### src/shared/vcag_pkg.sv
// How it works
// - Address counter steps every 1, 2 or 4 character ticks per count bits.
// - Vertical counter steps per retrace tick, or every second one when divided.
// - With row scan select clear, address bit 14 takes row scan bit 1.
// - With compatibility select clear, address bit 13 takes row scan bit 0.
// - Byte passes, word shifts left by one (bit 0 from bit 15, or 13), doubleword shifts left by two (bits 1:0 from bits 13:12).
// - Reorganise first, then substitute row scan bits; others pass straight.
// - Address counter restarts at zero on the line compare scan line.
// - Line compare is ten bits from three registers.
// - A compare inside active display splits the screen at that line.
// - Lines above the compare line start at the start address.
// - Latch view reads one of four latches chosen by read map select.
// - Toggle status bit 7 shows last attribute write port; others read zero.
// - Doubleword bit wins; otherwise word/byte bit picks byte or word.
// - Word mode with wrap bit clear wraps addresses at 16 KB.
package vcag_pkg;

    localparam int          REG_W            = 8;
    localparam int          ADDR_W           = 16;
    localparam int          VCNT_W           = 10;
    localparam int          ROW_W            = 5;

    localparam logic [7:0]  IDX_OVERFLOW     = 8'h07;
    localparam logic [7:0]  IDX_MAX_SCAN     = 8'h09;
    localparam logic [7:0]  IDX_START_HI     = 8'h0C;
    localparam logic [7:0]  IDX_START_LO     = 8'h0D;
    localparam logic [7:0]  IDX_VDE_END      = 8'h12;
    localparam logic [7:0]  IDX_OFFSET       = 8'h13;
    localparam logic [7:0]  IDX_UNDERLINE    = 8'h14;
    localparam logic [7:0]  IDX_MODE_CTRL    = 8'h17;
    localparam logic [7:0]  IDX_LINE_CMP     = 8'h18;
    localparam logic [7:0]  IDX_LATCH_VIEW   = 8'h22;
    localparam logic [7:0]  IDX_TOGGLE       = 8'h24;

    localparam int          MC_COMPAT        = 0;
    localparam int          MC_ROW_SCAN_SEL  = 1;
    localparam int          MC_HR_DIV        = 2;
    localparam int          MC_COUNT_BY_TWO  = 3;
    localparam int          MC_ADDR_WRAP     = 5;
    localparam int          MC_WORD_BYTE     = 6;
    localparam int          UL_COUNT_BY_FOUR = 5;
    localparam int          UL_DWORD         = 6;
    localparam int          MSL_LC_BIT9      = 6;
    localparam int          OVF_LC_BIT8      = 4;
    localparam int          OVF_VDE_BIT8     = 1;
    localparam int          OVF_VDE_BIT9     = 6;
    localparam int          TOGGLE_BIT       = 7;
    localparam int          SUB_ROW_ONE_POS  = 14;
    localparam int          SUB_ROW_ZERO_POS = 13;

    localparam logic [7:0]  UL_WMASK         = 8'h7F;
    localparam logic [7:0]  MC_WMASK         = 8'hEF;
    localparam logic [7:0]  REG_RST          = 8'h00;

    typedef enum logic [1:0] {
        VCAG_BYTE  = 2'b00,
        VCAG_WORD  = 2'b01,
        VCAG_DWORD = 2'b11
    } vcag_mode_t;

endpackage
### src/rtl/vcag_addr_reorg.sv
`timescale 1ns/10ps
`default_nettype none
module vcag_addr_reorg
(
    input  wire logic [15:0]          ma,
    input  wire vcag_pkg::vcag_mode_t mode,
    input  wire logic                 addr_wrap,
    input  wire logic [1:0]           row_scan,
    input  wire logic                 row_scan_sel,
    input  wire logic                 compat_sel,
    output logic      [15:0]          decoder_in
);
    import vcag_pkg::*;

    logic [15:0] reorganised_address_bits;

    always_comb
    begin
        unique case (mode)
            VCAG_BYTE:  reorganised_address_bits = ma;
            // Wrap clear feeds bit 13 back in, folding at 16 KB
            VCAG_WORD:  reorganised_address_bits = addr_wrap ?
                            {ma[14:0], ma[15]} :
                            {ma[14:0], ma[13]};
            VCAG_DWORD: reorganised_address_bits =
                            {ma[13:0], ma[13], ma[12]};
            default:    reorganised_address_bits = ma;
        endcase
    end

    // Substitution acts on the already reorganised bits
    always_comb
    begin
        decoder_in = reorganised_address_bits;
        if (!row_scan_sel)
        begin
            decoder_in[SUB_ROW_ONE_POS] = row_scan[1];
        end
        if (!compat_sel)
        begin
            decoder_in[SUB_ROW_ZERO_POS] = row_scan[0];
        end
    end

endmodule // vcag_addr_reorg
`default_nettype wire

### src/rtl/vcag_top.sv
`timescale 1ns/10ps
`default_nettype none
module vcag_top
(
    input  wire logic        clock,
    input  wire logic        rst,
    input  wire logic        host_index_wr,
    input  wire logic        host_data_wr,
    input  wire logic        host_data_rd,
    input  wire logic [7:0]  host_wdata,
    output logic      [7:0]  host_rdata,
    input  wire logic        attr_wr,
    input  wire logic        attr_wr_data,
    input  wire logic [1:0]  read_map_select,
    input  wire logic [31:0] read_latches,
    input  wire logic        char_tick,
    input  wire logic        hretrace_tick,
    input  wire logic        frame_start,
    output logic      [15:0] decoder_input_bits,
    output logic      [4:0]  row_scan_count,
    output logic      [9:0]  vert_count,
    output logic             display_active
);
    import vcag_pkg::*;

    function automatic logic [1:0] last_tick(input logic by4,
                                             input logic by2);
        if (by2)
        begin
            return 2'h1;
        end
        else if (by4)
        begin
            return 2'h3;
        end
        return 2'h0;
    endfunction

    function automatic vcag_mode_t mode_of(input logic dword,
                                           input logic word_byte);
        if (dword)
        begin
            return VCAG_DWORD;
        end
        return word_byte ? VCAG_BYTE : VCAG_WORD;
    endfunction

    // Register file, reached through index and data ports
    logic [7:0]  index_q,      index_d;
    logic [7:0]  overflow_q,   overflow_d;
    logic [7:0]  max_scan_q,   max_scan_d;
    logic [7:0]  start_hi_q,   start_hi_d;
    logic [7:0]  start_lo_q,   start_lo_d;
    logic [7:0]  vde_end_q,    vde_end_d;
    logic [7:0]  offset_q,     offset_d;
    logic [7:0]  underline_q,  underline_d;
    logic [7:0]  mode_ctrl_q,  mode_ctrl_d;
    logic [7:0]  line_cmp_q,   line_cmp_d;
    logic        toggle_q,     toggle_d;
    logic [7:0]  rdata_q,      rdata_d;
    logic [7:0]  latch_byte;

    assign latch_byte = read_latches[8*read_map_select +: 8];

    always_comb
    begin
        index_d     = index_q;
        overflow_d  = overflow_q;
        max_scan_d  = max_scan_q;
        start_hi_d  = start_hi_q;
        start_lo_d  = start_lo_q;
        vde_end_d   = vde_end_q;
        offset_d    = offset_q;
        underline_d = underline_q;
        mode_ctrl_d = mode_ctrl_q;
        line_cmp_d  = line_cmp_q;
        toggle_d    = toggle_q;
        rdata_d     = rdata_q;
        if (host_index_wr)
        begin
            index_d = host_wdata;
        end
        if (host_data_wr)
        begin
            case (index_q)
                IDX_OVERFLOW:  overflow_d  = host_wdata;
                IDX_MAX_SCAN:  max_scan_d  = host_wdata;
                IDX_START_HI:  start_hi_d  = host_wdata;
                IDX_START_LO:  start_lo_d  = host_wdata;
                IDX_VDE_END:   vde_end_d   = host_wdata;
                IDX_OFFSET:    offset_d    = host_wdata;
                IDX_UNDERLINE: underline_d = host_wdata & UL_WMASK;
                IDX_MODE_CTRL: mode_ctrl_d = host_wdata & MC_WMASK;
                IDX_LINE_CMP:  line_cmp_d  = host_wdata;
                default:       ;
            endcase
        end
        // Attribute side owns the flip-flop; we only mirror its last port
        if (attr_wr)
        begin
            toggle_d = attr_wr_data;
        end
        if (host_data_rd)
        begin
            case (index_q)
                IDX_OVERFLOW:   rdata_d = overflow_q;
                IDX_MAX_SCAN:   rdata_d = max_scan_q;
                IDX_START_HI:   rdata_d = start_hi_q;
                IDX_START_LO:   rdata_d = start_lo_q;
                IDX_VDE_END:    rdata_d = vde_end_q;
                IDX_OFFSET:     rdata_d = offset_q;
                IDX_UNDERLINE:  rdata_d = underline_q;
                IDX_MODE_CTRL:  rdata_d = mode_ctrl_q;
                IDX_LINE_CMP:   rdata_d = line_cmp_q;
                IDX_LATCH_VIEW: rdata_d = latch_byte;
                IDX_TOGGLE:     rdata_d = {toggle_q, 7'h00};
                default:        rdata_d = REG_RST;
            endcase
        end
    end

    always_ff @(posedge clock)
    begin
        if (rst)
        begin
            index_q     <= REG_RST;
            overflow_q  <= REG_RST;
            max_scan_q  <= REG_RST;
            start_hi_q  <= REG_RST;
            start_lo_q  <= REG_RST;
            vde_end_q   <= REG_RST;
            offset_q    <= REG_RST;
            underline_q <= REG_RST;
            mode_ctrl_q <= REG_RST;
            line_cmp_q  <= REG_RST;
            toggle_q    <= 1'b0;
            rdata_q     <= REG_RST;
        end
        else
        begin
            index_q     <= index_d;
            overflow_q  <= overflow_d;
            max_scan_q  <= max_scan_d;
            start_hi_q  <= start_hi_d;
            start_lo_q  <= start_lo_d;
            vde_end_q   <= vde_end_d;
            offset_q    <= offset_d;
            underline_q <= underline_d;
            mode_ctrl_q <= mode_ctrl_d;
            line_cmp_q  <= line_cmp_d;
            toggle_q    <= toggle_d;
            rdata_q     <= rdata_d;
        end
    end

    assign host_rdata = rdata_q;

    // Scan timing and memory address counter
    logic [15:0] ma_q,        ma_d;
    logic [15:0] row_start_q, row_start_d;
    logic [1:0]  chr_q,       chr_d;
    logic        div_q,       div_d;
    logic [9:0]  vcount_q,    vcount_d;
    logic [4:0]  row_scan_q,  row_scan_d;
    logic [15:0] fb_q,        fb_d;
    logic        active_q,    active_d;
    logic [9:0]  vnext;
    logic [9:0]  line_cmp;
    logic [9:0]  vde_end;
    logic [15:0] start_addr;
    logic [15:0] next_row;
    logic        vt_step;
    vcag_mode_t  mode;

    assign line_cmp = {max_scan_q[MSL_LC_BIT9], overflow_q[OVF_LC_BIT8],
                       line_cmp_q};
    assign vde_end    = {overflow_q[OVF_VDE_BIT9], overflow_q[OVF_VDE_BIT8],
                         vde_end_q};
    assign start_addr = {start_hi_q, start_lo_q};
    assign next_row   = row_start_q + {7'h00, offset_q, 1'b0};
    assign vnext      = vcount_q + 10'h001;
    assign mode       = mode_of(underline_q[UL_DWORD],
                                mode_ctrl_q[MC_WORD_BYTE]);
    // Divided mode lets every second retrace tick through
    assign vt_step    = hretrace_tick &
                        (~mode_ctrl_q[MC_HR_DIV] | div_q);

    always_comb
    begin
        ma_d        = ma_q;
        row_start_d = row_start_q;
        chr_d       = chr_q;
        div_d       = div_q;
        vcount_d    = vcount_q;
        row_scan_d  = row_scan_q;
        if (hretrace_tick)
        begin
            div_d = ~div_q;
        end
        if (frame_start)
        begin
            vcount_d    = 10'h000;
            row_scan_d  = 5'h00;
            row_start_d = start_addr;
            ma_d        = start_addr;
            chr_d       = 2'h0;
            div_d       = 1'b0;
        end
        else if (vt_step)
        begin
            vcount_d = vnext;
            chr_d    = 2'h0;
            // Compare hit wins over row advance: lower part starts at 0
            if (vnext == line_cmp)
            begin
                row_start_d = 16'h0000;
                ma_d        = 16'h0000;
                row_scan_d  = 5'h00;
            end
            else if (row_scan_q == max_scan_q[ROW_W-1:0])
            begin
                row_scan_d  = 5'h00;
                row_start_d = next_row;
                ma_d        = next_row;
            end
            else
            begin
                row_scan_d = row_scan_q + 5'h01;
                ma_d       = row_start_q;
            end
        end
        else if (hretrace_tick)
        begin
            ma_d  = row_start_q;
            chr_d = 2'h0;
        end
        else if (char_tick)
        begin
            // A mode change mid-interval must not leave the phase stranded
            if (chr_q >= last_tick(underline_q[UL_COUNT_BY_FOUR],
                                   mode_ctrl_q[MC_COUNT_BY_TWO]))
            begin
                chr_d = 2'h0;
                ma_d  = ma_q + 16'h0001;
            end
            else
            begin
                chr_d = chr_q + 2'h1;
            end
        end
        active_d = (vcount_d <= vde_end);
    end

    vcag_addr_reorg u_reorg
    (
        .ma           (ma_q),
        .mode         (mode),
        .addr_wrap    (mode_ctrl_q[MC_ADDR_WRAP]),
        .row_scan     (row_scan_q[1:0]),
        .row_scan_sel (mode_ctrl_q[MC_ROW_SCAN_SEL]),
        .compat_sel   (mode_ctrl_q[MC_COMPAT]),
        .decoder_in   (fb_d)
    );

    always_ff @(posedge clock)
    begin
        if (rst)
        begin
            ma_q        <= 16'h0000;
            row_start_q <= 16'h0000;
            chr_q       <= 2'h0;
            div_q       <= 1'b0;
            vcount_q    <= 10'h000;
            row_scan_q  <= 5'h00;
            fb_q        <= 16'h0000;
            active_q    <= 1'b0;
        end
        else
        begin
            ma_q        <= ma_d;
            row_start_q <= row_start_d;
            chr_q       <= chr_d;
            div_q       <= div_d;
            vcount_q    <= vcount_d;
            row_scan_q  <= row_scan_d;
            fb_q        <= fb_d;
            active_q    <= active_d;
        end
    end

    assign decoder_input_bits = fb_q;
    assign row_scan_count     = row_scan_q;
    assign vert_count         = vcount_q;
    assign display_active     = active_q;
endmodule // vcag_top
`default_nettype wire

### config.mk
export PLATFORM = sky130hd
export DESIGN_NAME = vcag_top
export DESIGN_NICKNAME = d
export VERILOG_FILES = /design/src/shared/vcag_pkg.sv /design/src/rtl/vcag_addr_reorg.sv /design/src/rtl/vcag_top.sv
export SDC_FILE = /design/constraint.sdc
export NUM_CORES = 1
export LEC_CHECK = 0
export ABC_AREA = 1
export BUFFER_PORTS_ARGS = -buffer_cell sky130_fd_sc_hd__buf_2
export CORE_UTILIZATION = 54
export CTS_CLUSTER_SIZE = 24
export DETAILED_ROUTE_END_ITERATION = 10
export PLACE_DENSITY = 0.74
export SLEW_MARGIN = 5
export SYNTH_ARGS = -nofsm -noshare
export SYNTH_HDL_FRONTEND = slang
export SYNTH_SLANG_ARGS = --single-unit
### constraint.sdc
create_clock -name clock -period 3.2 [get_ports clock]
set_clock_uncertainty 0.1 [all_clocks]
set_input_delay 0.16 -clock clock [delete_from_list [all_inputs] [get_ports clock]]
set_output_delay 0.16 -clock clock [all_outputs]
set_load 0.01 [all_outputs]
## After elaboration in Yosys (flattened, before gate mapping)

Index checks and enable logic that the tools add are counted.

- Bits in registers: 154
- Bits in latches: 0
- RAM bits: 0
- Memory bits (read-only): 0
- Input bits: 52
- Word-level logic and storage cells: 98
- Memories kept: 0

- $add $sub $neg: 5
- $mul: 0
- Divide/modulo/power cells: 0
- Order comparisons: 2
- Eq/ne operators: 15
- Shifts and indexed selects: 1
- Multiplexer cells: 36
- Bitwise logic cells: 4
- Reduce and logical (&&, ||, !) cells: 15

Operators with widths:

| operator | count |
|---|---|
| $mux W16 | 9 |
| $pmux W8 S11 | 1 |
| $eq A8 B5 Y1 const B | 5 |
| $pmux W16 S2 | 1 |
| $shiftx A32 B6 Y8 | 1 |
| $eq A8 B4 Y1 const B | 3 |
| $mux W10 | 2 |
| $mux W2 | 10 |
| $reduce_and A2 Y1 | 10 |
| $add A16 B1 Y16 const B | 1 |
| $add A16 B9 Y16 | 1 |
| $eq A8 B6 Y1 const B | 2 |
| $mux W1 | 11 |
| $add A10 B1 Y10 const B | 1 |
| $eq A10 B10 Y1 | 1 |
| $le A10 B10 Y1 | 1 |
| $mux W5 | 2 |
| $eq A8 B3 Y1 const B | 1 |
| $reduce_bool A4 Y1 | 2 |
| $add A5 B1 Y5 const B | 1 |
| $eq A5 B5 Y1 | 1 |
| $reduce_or A4 Y1 | 1 |
| $add A2 B1 Y2 const B | 1 |
| $eq A2 B1 Y1 const B | 1 |
| other kinds (7) | 8 |

## Logic depth before layout (Yosys ltp)

Gate-level depths: netlist of the first run.

- Depth after elaboration: 17
- Mapped depth: 16

## Hierarchy

From an unflattened synthesis of the first run, not the netlist that was laid out.

- Cells, all modules: 1333
- Area total of the unflattened synthesis: 8655.8 µm²

By module, submodules not included:

| module | times used | cells each | area each (µm²) |
|---|---|---|---|
| vcag_top | 1 | 1252 | 8308.0 |
| vcag_addr_reorg | 1 | 81 | 347.8 |

## Least setup slack after synthesis of the first run

Ideal clock, no wire load.

- Path type: register to register
- Start: register mode_ctrl_q[2]
- End: register active_q (netlist: display_active)
- Setup time: 132 ps
- Arrival: 2003 ps
- Data required time: 2968 ps
- Setup slack: 965 ps
- Cell stages (with the launch flop): 14
- Path buffers: 2
- Cells stage by stage: dfxtp_1 -> inv_1 -> o21ai_2 -> nor2_1 -> buf_2 -> buf_2 -> nand3_1 -> nand2_1 -> ha_1 -> nand4_1 -> nor3_1 -> o21ai_0 -> o211ai_1 -> a21oi_1

- Longest elaborated chain between the ends: 6

RTL lines:

| item | line | source |
|---|---|---|
| from (decl) | vcag_top.sv:57 | `logic [7:0] mode_ctrl_q, mode_ctrl_d;` |
| from (signal assigned) | vcag_top.sv:149 | `mode_ctrl_q <= mode_ctrl_d;` |
| $not A1 Y1 | vcag_top.sv:186 | `(~mode_ctrl_q[MC_HR_DIV] \| div_q);` |
| $or A1 B1 Y1 | vcag_top.sv:186 |  |
| $and A1 B1 Y1 | vcag_top.sv:185 | `assign vt_step = hretrace_tick &` |
| $mux W10 | vcag_top.sv:209 | `else if (vt_step)` |
| $mux W10 | vcag_top.sv:200 | `if (frame_start)` |
| net vcount_d[9] | vcag_top.sv:163 | `logic [9:0] vcount_q, vcount_d;` |
| $le A10 B10 Y1 | vcag_top.sv:251 | `active_d = (vcount_d <= vde_end);` |
| to (signal assigned) | vcag_top.sv:287 | `active_q <= active_d;` |
| to (decl) | vcag_top.sv:166 | `logic active_q, active_d;` |

The timed path passes the listed nets, and every way through them passes these cells.
A chain may end at the register's enable or synchronous reset.

## Worst setup path in the final report of the first run

Same ends and word-level chain as after synthesis.

==> flow_summary_export.csv, run 1 <==
group,metric,value,unit
placed_design,dp_cells,1603,
setup_path,cp-end-kind,"flip-flop",
setup_path,r2r_slack,0.50,ns
cells_and_area,drive_above_1_share,10.8,%
yosys,synth_top_area_cell,"dfxtp_1",
setup_path,cp_slowest_stage_delay,0.36,ns
setup_path,worst-setup-path-type,"reg2reg",
yosys,post-synth-top-count-cell,"nand2_1",
setup_path,crit_path_frequent_cell,"nand2_1",
power,ir_drop,0.491,mV
setup_path,cp_slowest_cell,"o21ai_2",
yosys,synthTopCellsByArea,"dfxtp_1 35%, nand2_1 11%, inv_1 8.5%",
yosys,synthMuxAreaShare,0,%
global_routing,grt_pass1_vias,8211,
cts,hold_buffers,9,
cts,cts.path.max_buffers,2,
floorplan,ios,92,
cts,cts_resized,0,
sta,post-route-min-period,2.70,ns
setup_path,worstPathBufferInverterCount,3,
yosys,synthCells,1340,
setup_path,critPathArrivalTime,2.96,ns
floorplan,rows,46,
floorplan,fp.dieW,129,um
sta,final-hold-violation-count,0,
yosys,ys_types,37,
drt,drt_iter0_drc,856,
floorplan,start_util,55.2,%
floorplan,die_area,16700,sq um
yosys,synth.top_cell.area_share,35.3,%
setup_path,worstSetupStartpoint,"mode_ctrl_q[2]",
status,run_status,"complete, no violations",
cts,cts_root_buf,"clkbuf_16",
drt,drt_first_pass_iters,6,
setup_path,timing.rr.start,"mode_ctrl_q[2]",
cts,clkSinkCount,154,
sta,setup_viol,0,
yosys,synth_compound_area_share,21.6,%
placed_design,dpl.hpwl,19800,um
power,leakage,4.33,nW
sta,slew_violations,0,
setup_path,cp_max_fo,14,
setup_path,worstPathCellList,"inv_1, o21ai_2, nand2_1, buf_4, inv_1, nand2_1, nand2_1, ha_1, a21oi_1, nor2_1, a211oi_1, o211ai_1, a21oi_1",
yosys,syn_nets,1416,
cells_and_area,fin_cells,1644,
power,p_int,3.23,mW
setup_path,start_kind,"flip-flop",
yosys,synth.cell_area,8740,sq um
cells_and_area,diodes,0,
sta,totalNegativeSetupSlack,0,ns
drt,viasPerCell,5.65,
cts,clkTransAtPathRegs,0.07,ns
global_routing,grt_pass1_wl,42400,um
floorplan,core,15800,sq um
yosys,yosysSeqAreaShare,35.3,%
cts,clk_latency,0.43,ns
worst_hold_path,min_path_type,"in2reg",
sta,finalCritPeriodShare,84.5,%
sta,grt_setup_unrepaired,"false",
drt,ant_nets,0,
placed_design,port_buffers,91,
worst_hold_path,worstHoldStart,"host_wdata[7]",
yosys,synth_top_family_by_area,"simple AND/OR/NAND/NOR gates",
power,switchingPower,1.17,mW
sta,relSlewSlack,49.8,%
yosys,synth-main-ff-cell,"dfxtp_1",
power,seq_power_share,45.1,%
cts,post_cts_buffers,0,
power,pwr-share-clk,46.4,%
global_routing,grtUsageTotal,33.3,%
yosys,synth-edff-count,0,
drt,drc,0,
job,maxCapViolCount,0,
yosys,yosysWarnings,0,
cts,cts_tree,"done",
power,power_frac_comb,8.5,%
sta,fmax,0.370,GHz
yosys,ys_seq_elements,154,
yosys,async_flop_share,0,%
drt,wl_per_cell,16.6,um
power,p_per_area,441,nW/um^2
yosys,synth_fa_ha_area_share,3.52,%
yosys,avgSynthCellArea,6.52,sq um
drt,routed_wl,27300,um
global_routing,grt_max_degree,91,
cts,cts_buffers,17,
sta,tightestPinTransition,0.751,ns
setup_path,cp.required,3.46,ns
cells_and_area,area_growth,14.4,%
yosys,synth_common_cells,"266 x nand2_1, 199 x inv_1, 154 x dfxtp_1",
setup_path,cp_top_family,"compound AO/OA/AOI/OAI gates",
drt,num_vias,9288,
cells_and_area,finalNetCount,1491,
global_routing,overflow,0,
yosys,yosys.area_share.simple,26.3,%
cts,htreeDepth,4,
floorplan,die_h,129,um
placed_design,gp_congestion,0.945,
global_routing,antenna_found_initial,0,
yosys,synth_xor_area_share,1.90,%
power,switching_share,26.6,%
-- cells by family (layout without fill, tap and decap cells) --
kind of cell / after synthesis / after routing
simple gates: 537 / 537
buf+inv: 255 / 343
fa+ha+maj: 24 / 24
xor+xnor: 19 / 19
compound gates: 351 / 351
flops: 154 / 154
-- stage by stage --
step / util (%) / area, sq um / hold WS, ns / power, mW / setup slack [ns]
3_3_place_gp: 58.9 / 9320 / 0.286 / 2.38 / 0.683
5_1_grt: 63.2 / 10000 / 0.00761 / 4.54 / 0.366
2_1_floorplan: - / 8740 / 0.199 / 2.25 / 0.965
6_report: 63.2 / 10000 / 0.0155 / 4.41 / 0.496
3_5_place_dp: 58.9 / 9320 / 0.300 / 2.38 / 0.600
4_1_cts: 63.2 / 10000 / 0.00520 / 4.40 / 0.585
-- worst register-to-register path: cells and delay by family (launching register included) --
| kind | cells | cell delay (ns) |
|---|---|---|
| AOI/OAI and AO/OA | 5 | 0.98 |
| adders and majority gates | 1 | 0.24 |
| buffers and inverters | 3 | 0.55 |
| DFF | 1 | 0.31 |
| and+or+nand+nor | 4 | 0.47 |
-- cells in the final DEF, fill, tap and decap left out, drive strengths merged, types with 2 or more instances in the layout --
cell           n
a221oi         2
nand2        269
xor2          11
nor3          15
o22ai         39
a31oi          2
buf          102
nand4         17
nand3b         3
clkinvlp       2
nor2         133
inv          203
nand3         95
clkinv         8
nor4           4
o211ai         3
xnor2          8
ha            23
a211oi        16
bufinv         2
o221ai         4
clkbuf        17
dlygate4sd3    9
a21oi        144
o21ai        138
dfxtp        154
-- cell type report --
class	instances	area (sq um)
tap	216	270
multi-input combinational	931	4660
fill	1457	5830
clock inverter	15	165
timing repair buffer	111	641
sequential	154	3080
inverter	200	751
clock buffer	17	425
-- registers in the layout, indices dropped and copies added, names as in the netlist, 8 cells and up --
register	cells
decoder_input_bits	16
row_start_q	16
ma_q	16
overflow_q	8
vde_end_q	8
vert_count	10
start_lo_q	8
host_rdata	8
max_scan_q	8
offset_q	8
index_q	8
line_cmp_q	8
start_hi_q	8
-- worst paths after layout --
check / to / cells after the start
setup / recovery: display_active / 13
hold / removal: index_q[7] / 3
setup reg to reg: display_active / 13
hold reg to reg: overflow_q[2] / 2
-- power by group through the flow --
stage               Sequential, mW  Combinational [mW]  Clock, mW
floorplan                     2.02               0.234          0
global placement              2.03               0.350          0
detailed placement            2.03               0.354          0
CTS                           1.99               0.365       2.05
global route                  1.99               0.412       2.14
finish                        1.99               0.373       2.05
-- metal layers --
layer	part of all wire, %	wire length [um]	GRT usage [%]	vias up
met2	45	12400	53.2	449
met1	41	11200	43.1	4194
met5	0	0	0	-
met4	4.3	1180	16.0	0
li1	-	-	-	4570
met3	9.0	2460	6.85	75
(Power assumes the default switching activity.)
==> run 2: changes to the inputs <==
--- a/config.mk
+++ b/config.mk
@@ -5,12 +5,12 @@
 export SDC_FILE = /design/constraint.sdc
 export NUM_CORES = 1
 export LEC_CHECK = 0
-export ABC_AREA = 1
+export ABC_AREA = 0
 export BUFFER_PORTS_ARGS = -buffer_cell sky130_fd_sc_hd__buf_2
 export CORE_UTILIZATION = 54
 export CTS_CLUSTER_SIZE = 24
 export DETAILED_ROUTE_END_ITERATION = 10
-export PLACE_DENSITY = 0.74
+export PLACE_DENSITY = 0.77
 export SLEW_MARGIN = 5
 export SYNTH_ARGS = -nofsm -noshare
 export SYNTH_HDL_FRONTEND = slang
==> constraint.sdc (replaced) <==
create_clock -name clock -period 2.4 [get_ports clock]
set_clock_uncertainty 0.1 [all_clocks]
set_input_delay 0.12 -clock clock [delete_from_list [all_inputs] [get_ports clock]]
set_output_delay 0.12 -clock clock [all_outputs]
set_load 0.01 [all_outputs]
==> flow_summary_export.csv, run 2 <==
group,metric,value,unit
setup_path,reg2reg_to,"ma_q[4]",
sta,relSlewSlack,58.8,%
cells_and_area,diodes,0,
setup_path,r2r_slack,-0.06,ns
sta,post-route-min-period,2.46,ns
yosys,synth_fa_ha_area_share,3.46,%
setup_path,timing.rr.start,"vert_count[1]",
setup_path,cp_slowest_cell,"dfxtp_4",
yosys,synth_top_area_cell,"dfxtp_1",
yosys,async_flop_share,0,%
sta,totalNegativeSetupSlack,-0.259,ns
yosys,synth-main-ff-cell,"dfxtp_1",
floorplan,die_area,17000,sq um
setup_path,worst-setup-path-type,"reg2reg",
yosys,synthCells,1086,
sta,fmax,0.406,GHz
placed_design,gp_congestion,0.915,
worst_hold_path,worstHoldStart,"host_index_wr",
sta,setup_ws,-0.0633,ns
yosys,post-synth-top-count-cell,"dfxtp_1",
drt,ant_nets,0,
floorplan,start_util,55.5,%
placed_design,dpl.hpwl,18700,um
worst_hold_path,min_to,"index_q[1]",
global_routing,grt_pass1_vias,8024,
worst_hold_path,holdPathStages,3,
cts,htreeDepth,4,
power,leakage,4.37,nW
cells_and_area,layout_commonest_cell,"dfxtp_1",
yosys,yosys.area_share.simple,21.3,%
cts,cts_tree,"done",
cts,cts_buffers,17,
global_routing,antenna_found_initial,0,
sta,setup_viol,12,
setup_path,cp.required,2.61,ns
yosys,synthTopCellsByArea,"dfxtp_1 35%, mux2i_1 8.5%, nor2_1 5.8%",
drt,routed_wl,27300,um
drt,drt_first_pass_iters,7,
yosys,synth_xor_area_share,4.92,%
yosys,yosysWarnings,0,
setup_path,cp-end-kind,"flip-flop",
drt,drc,0,
drt,drt_iter0_drc,1065,
floorplan,fp.dieW,130,um
yosys,synth_top_family_by_area,"simple AND/OR/NAND/NOR gates",
power,ir_drop,0.554,mV
sta,tightestPinTransition,0.612,ns
floorplan,die_h,130,um
sta,slew_violations,0,
drt,wl_per_cell,19.0,um
cts,cts_root_buf,"clkbuf_16",
cells_and_area,area_growth,24.3,%
setup_path,start_kind,"flip-flop",
cells_and_area,final_cell_mix,"144 x dfxtp_1, 135 x nor2_1, 104 x nand2_1, 90 x buf_2, 81 x a21oi_1",
cts,cts.path.max_buffers,2,
setup_path,crit_path_frequent_cell,"a2111oi_4",
yosys,avgSynthCellArea,8.18,sq um
status,run_status,"complete, but fails checks",
placed_design,pre_cts_ws,-0.187,ns
status,violations,"negative setup slack",
cells_and_area,drive_above_1_share,25.1,%
yosys,synth_common_cells,"154 x dfxtp_1, 137 x nor2_1, 106 x nand2_1",
cts,clkSinkCount,154,
setup_path,cp_max_fo,6,
global_routing,grt_pass1_wl,42400,um
yosys,synth.top_cell.area_share,34.7,%
sta,final-hold-violation-count,0,
floorplan,rows,46,
sta,finalCritPeriodShare,103,%
power,p_per_area,535,nW/um^2
floorplan,core,16000,sq um
global_routing,overflow,0,
drt,num_vias,8885,
power,total_power,5.90,mW
setup_path,worstPathCellList,"ha_4, and2_4, o21a_1, o31a_1, a2111oi_4, buf_6, a31oi_4, a2111oi_4, nor3_1",
drt,viasPerCell,6.18,
setup_path,critPathArrivalTime,2.68,ns
global_routing,grtUsageTotal,32.7,%
setup_path,cp_slowest_stage_delay,0.37,ns
yosys,ys_seq_elements,154,
setup_path,ff2ff_path_depth,9,
yosys,synth-edff-count,0,
yosys,yosysSeqAreaShare,34.7,%
yosys,synthMuxAreaShare,11.7,%
setup_path,worstSetupStartpoint,"vert_count[1]",
floorplan,ios,92,
worst_hold_path,min_path_type,"in2reg",
yosys,synth.cell_area,8880,sq um
cts,clkTransAtPathRegs,0.07,ns
yosys,ys_types,75,
yosys,synth_compound_area_share,18.5,%
cts,clk_latency,0.43,ns
placed_design,port_buffers,91,
global_routing,grt_max_degree,106,
cells_and_area,num-fill-cells,1260,
sta,grt_setup_unrepaired,"true",
yosys,syn_nets,1162,
job,maxCapViolCount,0,
cells_and_area,finalNetCount,1285,
[run 2: cell count changes after synthesis, moves of 33 or more]
cell,delta
inv_1,-171
o22ai_1,-35
o21ai_0,-97
a21oi_1,-61
nand2_1,-160
clkbuf_1,+33
mux2i_1,+75
[run 2: metrics by stage]
step	utilization, %	std cells	cell area (sq um)	hold slack [ns]
finish	69.0	1438	11000	0.0165
CTS	66.9	1435	10700	0.00103
detailed placement	61.6	1383	9860	0.262
global placement	61.6	1383	9860	0.253
floorplan	-	1086	8920	0.167
global route	69.0	1438	11000	0.0139
[run 2: layout make-up]
cell class                 instances  area (sq um)  area share [%]
multi-input combinational        820          5750            52.1
sequential                       154          3100            28.1
clock buffer                      20           447            4.05
inverter                          28           105           0.952
tap                              216           270            2.45
clock inverter                    12           116            1.05
timing repair buffer             188          1250            11.3
[run 2: logic make-up after synthesis]
logic type / count (synthesis)
adder cells (fa/ha/maj): 24
multiplexers: 93
buffers and inverters: 114
XOR/XNOR: 49
flip-flops: 154
AND/OR/NAND/NOR: 410
AO/OA/AOI/OAI: 242
[run 2: power breakdown]
group	internal [mW]	switching (mW)	total [mW]	leakage, nW
clock	1.46	1.14	2.60	0.256
sequential	2.61	0.0566	2.66	1.26
combinational	0.258	0.381	0.638	2.86
total	4.33	1.58	5.90	4.37
[run 2: metal layers]
metal	up-vias	global-route usage (%)	wire, um
met5	-	0	0
met3	77	5.82	2340
li1	4146	-	-
met4	0	16.0	1030
met1	4195	42.5	11400
met2	467	52.3	12500
[run 2: worst max-delay path by stage]
| stage | slack (ns) | to |
|---|---|---|
| finish | -0.06 | ma_q[4] |
| global route | -0.22 | row_start_q[4] |
| CTS | -0.008 | ma_q[4] |
| detailed placement | -0.19 | ma_q[9] |
| global placement | -0.22 | ma_q[9] |
| floorplan | 0.006 | ma_q[2] |
[run 2: critical path: cells and delay by family (launching register included)]
kind                     cells  cell delay [ns]
AO/OA/AOI/OAI                5             1.22
flip-flops                   1             0.37
AND/OR/NAND/NOR              2             0.28
buffers and inverters        1             0.19
adder cells (fa/ha/maj)      1             0.18
[run 2: what timing repair did]
| action | 4_1_cts | 5_1_grt |
|---|---|---|
| pin swaps | 9 | 27 |
| hold buffers | 13 | 0 |
| setup buffers | 5 | 3 |
| resized for setup | 22 | 67 |
| endpoints found under the hold margin | 59 | 0 |
| cloned | 2 | 0 |
| setup endpoints to repair | 25 | 34 |
==> run 3: changes to the inputs <==
--- a/config.mk
+++ b/config.mk
@@ -7,10 +7,13 @@
 export LEC_CHECK = 0
 export ABC_AREA = 0
 export BUFFER_PORTS_ARGS = -buffer_cell sky130_fd_sc_hd__buf_2
-export CORE_UTILIZATION = 54
+export CELL_PAD_IN_SITES_DETAIL_PLACEMENT = 1
+export CELL_PAD_IN_SITES_GLOBAL_PLACEMENT = 2
+export CORE_UTILIZATION = 32
 export CTS_CLUSTER_SIZE = 24
 export DETAILED_ROUTE_END_ITERATION = 10
-export PLACE_DENSITY = 0.77
+export HOLD_SLACK_MARGIN = 0.12
+export PLACE_DENSITY_LB_ADDON = 0.1
 export SLEW_MARGIN = 5
 export SYNTH_ARGS = -nofsm -noshare
 export SYNTH_HDL_FRONTEND = slang
==> flow_summary_export.csv, run 3 (synthesis gave the netlist of run 2 again) <==
group,metric,value,unit
cells_and_area,final_cell_mix,"145 x dfxtp_1, 135 x nor2_1, 115 x buf_4, 103 x nand2_1, 90 x buf_2",
power,total_power,6.08,mW
setup_path,cp.required,2.66,ns
cts,clkTransAtPathRegs,0.08,ns
power,switchingPower,1.81,mW
setup_path,critPathArrivalTime,2.78,ns
floorplan,rows,60,
setup_path,start_kind,"flip-flop",
power,switching_share,29.7,%
cells_and_area,num-fill-cells,3228,
floorplan,start_util,32.8,%
cts,cts.path.max_buffers,2,
cts,cts_buffers,17,
power,pwr-share-clk,45.1,%
sta,finalCritPeriodShare,105,%
power,p_per_area,529,nW/um^2
drt,ant_nets,0,
power,p_int,4.27,mW
sta,grt_setup_unrepaired,"true",
sta,final-hold-violation-count,0,
floorplan,die_area,28400,sq um
global_routing,grtUsageTotal,24.3,%
cts,clkSinkCount,154,
cells_and_area,layout_commonest_cell,"dfxtp_1",
cts,htreeDepth,4,
sta,setup_viol,13,
cts,cts_root_buf,"clkbuf_16",
power,leakage,4.59,nW
global_routing,grt_pass1_wl,52600,um
cells_and_area,register_area,3100,sq um
drt,routed_wl,34500,um
status,violations,"negative setup slack",
cells_and_area,finalNetCount,1328,
setup_path,worstPathCellList,"ha_4, and2_4, a211oi_1, o31a_1, a2111oi_4, buf_4, a31o_4, or4_1, o21ai_0",
sta,post-route-min-period,2.51,ns
drt,num_vias,8693,
status,run_status,"complete, but fails checks",
placed_design,dpl_cell_area,10300,sq um
sta,tightestPinTransition,0.655,ns
drt,viasPerCell,5.31,
cells_and_area,finalInstanceArea,11500,sq um
drt,drt_iter0_drc,480,
setup_path,cp_max_fo,12,
global_routing,grt_max_degree,74,
floorplan,fp.dieW,169,um
sta,relSlewSlack,55.8,%
power,seq_power_share,43.7,%
power,ir_drop,0.388,mV
cells_and_area,multi_input_area,5620,sq um
placed_design,dpl.hpwl,25000,um
sta,setup_ws,-0.115,ns
cts,clk_latency,0.44,ns
setup_path,cp_slowest_stage_delay,0.51,ns
cells_and_area,area_growth,29.3,%
placed_design,gp_congestion,0.852,
job,maxCapViolCount,0,
global_routing,overflow,0,
sta,fmax,0.398,GHz
drt,wl_per_cell,21.1,um
drt,drc,0,
global_routing,grt_pass1_vias,8840,
floorplan,core,27100,sq um
drt,drt_first_pass_iters,4,
placed_design,port_buffers,91,
floorplan,die_h,169,um
floorplan,ios,92,
placed_design,dp_cells,1573,
sta,slew_violations,0,
placed_design,pre_cts_ws,-0.278,ns
worst_hold_path,min_path_type,"in2reg",
global_routing,antenna_found_initial,0,
setup_path,cp_slowest_cell,"or4_1",
setup_path,worst-setup-path-type,"reg2reg",
cells_and_area,diodes,0,
cts,cts_tree,"done",
cells_and_area,drive_above_1_share,26.4,%
power,power_frac_comb,11.2,%
cells_and_area,fin_cells,1636,
setup_path,cp-end-kind,"flip-flop",
-- run 3: final cells by class --
| cell class | instances | share of cell area [%] |
|---|---|---|
| Inverter | 28 | 0.915 |
| Clock inverter | 14 | 1.31 |
| Sequential cell | 154 | 27.0 |
| Timing Repair Buffer | 231 | 14.1 |
| Clock buffer | 17 | 3.70 |
| Tap cell | 372 | 4.05 |
| Multi-Input combinational cell | 820 | 48.9 |
-- run 3: metal layers --
| layer | wire [um] | GRT usage, % |
|---|---|---|
| met2 | 16300 | 40.8 |
| met1 | 16600 | 33.0 |
| met4 | 482 | 6.36 |
| met5 | 0 | 0 |
| met3 | 1080 | 2.60 |
-- run 3: stage by stage --
step	util [%]	hold slack, ns	TNS, ns
3_5_place_dp	38.2	0.269	-2.22
5_1_grt	42.4	0.160	-3.51
6_report	42.4	0.150	-0.617
3_3_place_gp	38.2	0.258	-1.47
2_1_floorplan	-	0.167	0
4_1_cts	41.5	0.132	-0.442
-- run 3: worst paths after layout --
path                  from  cells past startpoint         endpoint  slack [ns]
max          vert_count[0]                      9  row_start_q[11]       -0.11
min           host_data_wr                      4    overflow_q[0]        0.15
max reg2reg  vert_count[0]                      9  row_start_q[11]       -0.11
min reg2reg  overflow_q[0]                      2    overflow_q[0]        0.36
-- run 3: power by group through the flow --
stage               registers (mW)  logic (mW)  clock network, mW
finish                        2.66       0.679               2.74
global route                  2.67       0.734               2.90
CTS                           2.66       0.664               2.79
detailed placement            2.72       0.630                  0
global placement              2.72       0.627                  0
floorplan                     2.71       0.368                  0
-- run 3: worst max-delay path, delay by kind of cell, from the launching register on --
kind                       cells  cell delay, ns
buffers and inverters          1            0.18
AOI/OAI and AO/OA              5            0.93
and+or+nand+nor                2            0.69
DFF                            1            0.37
adders and majority gates      1            0.18
-- run 3: repair_timing --
item,in CTS,in global routing
endpoints found under the hold margin,111,0
gates cloned,2,1
resized for setup,28,45
endpoints found under the setup margin,33,38
pin swaps,11,27
setup buffers,4,8
hold buffers,17,0
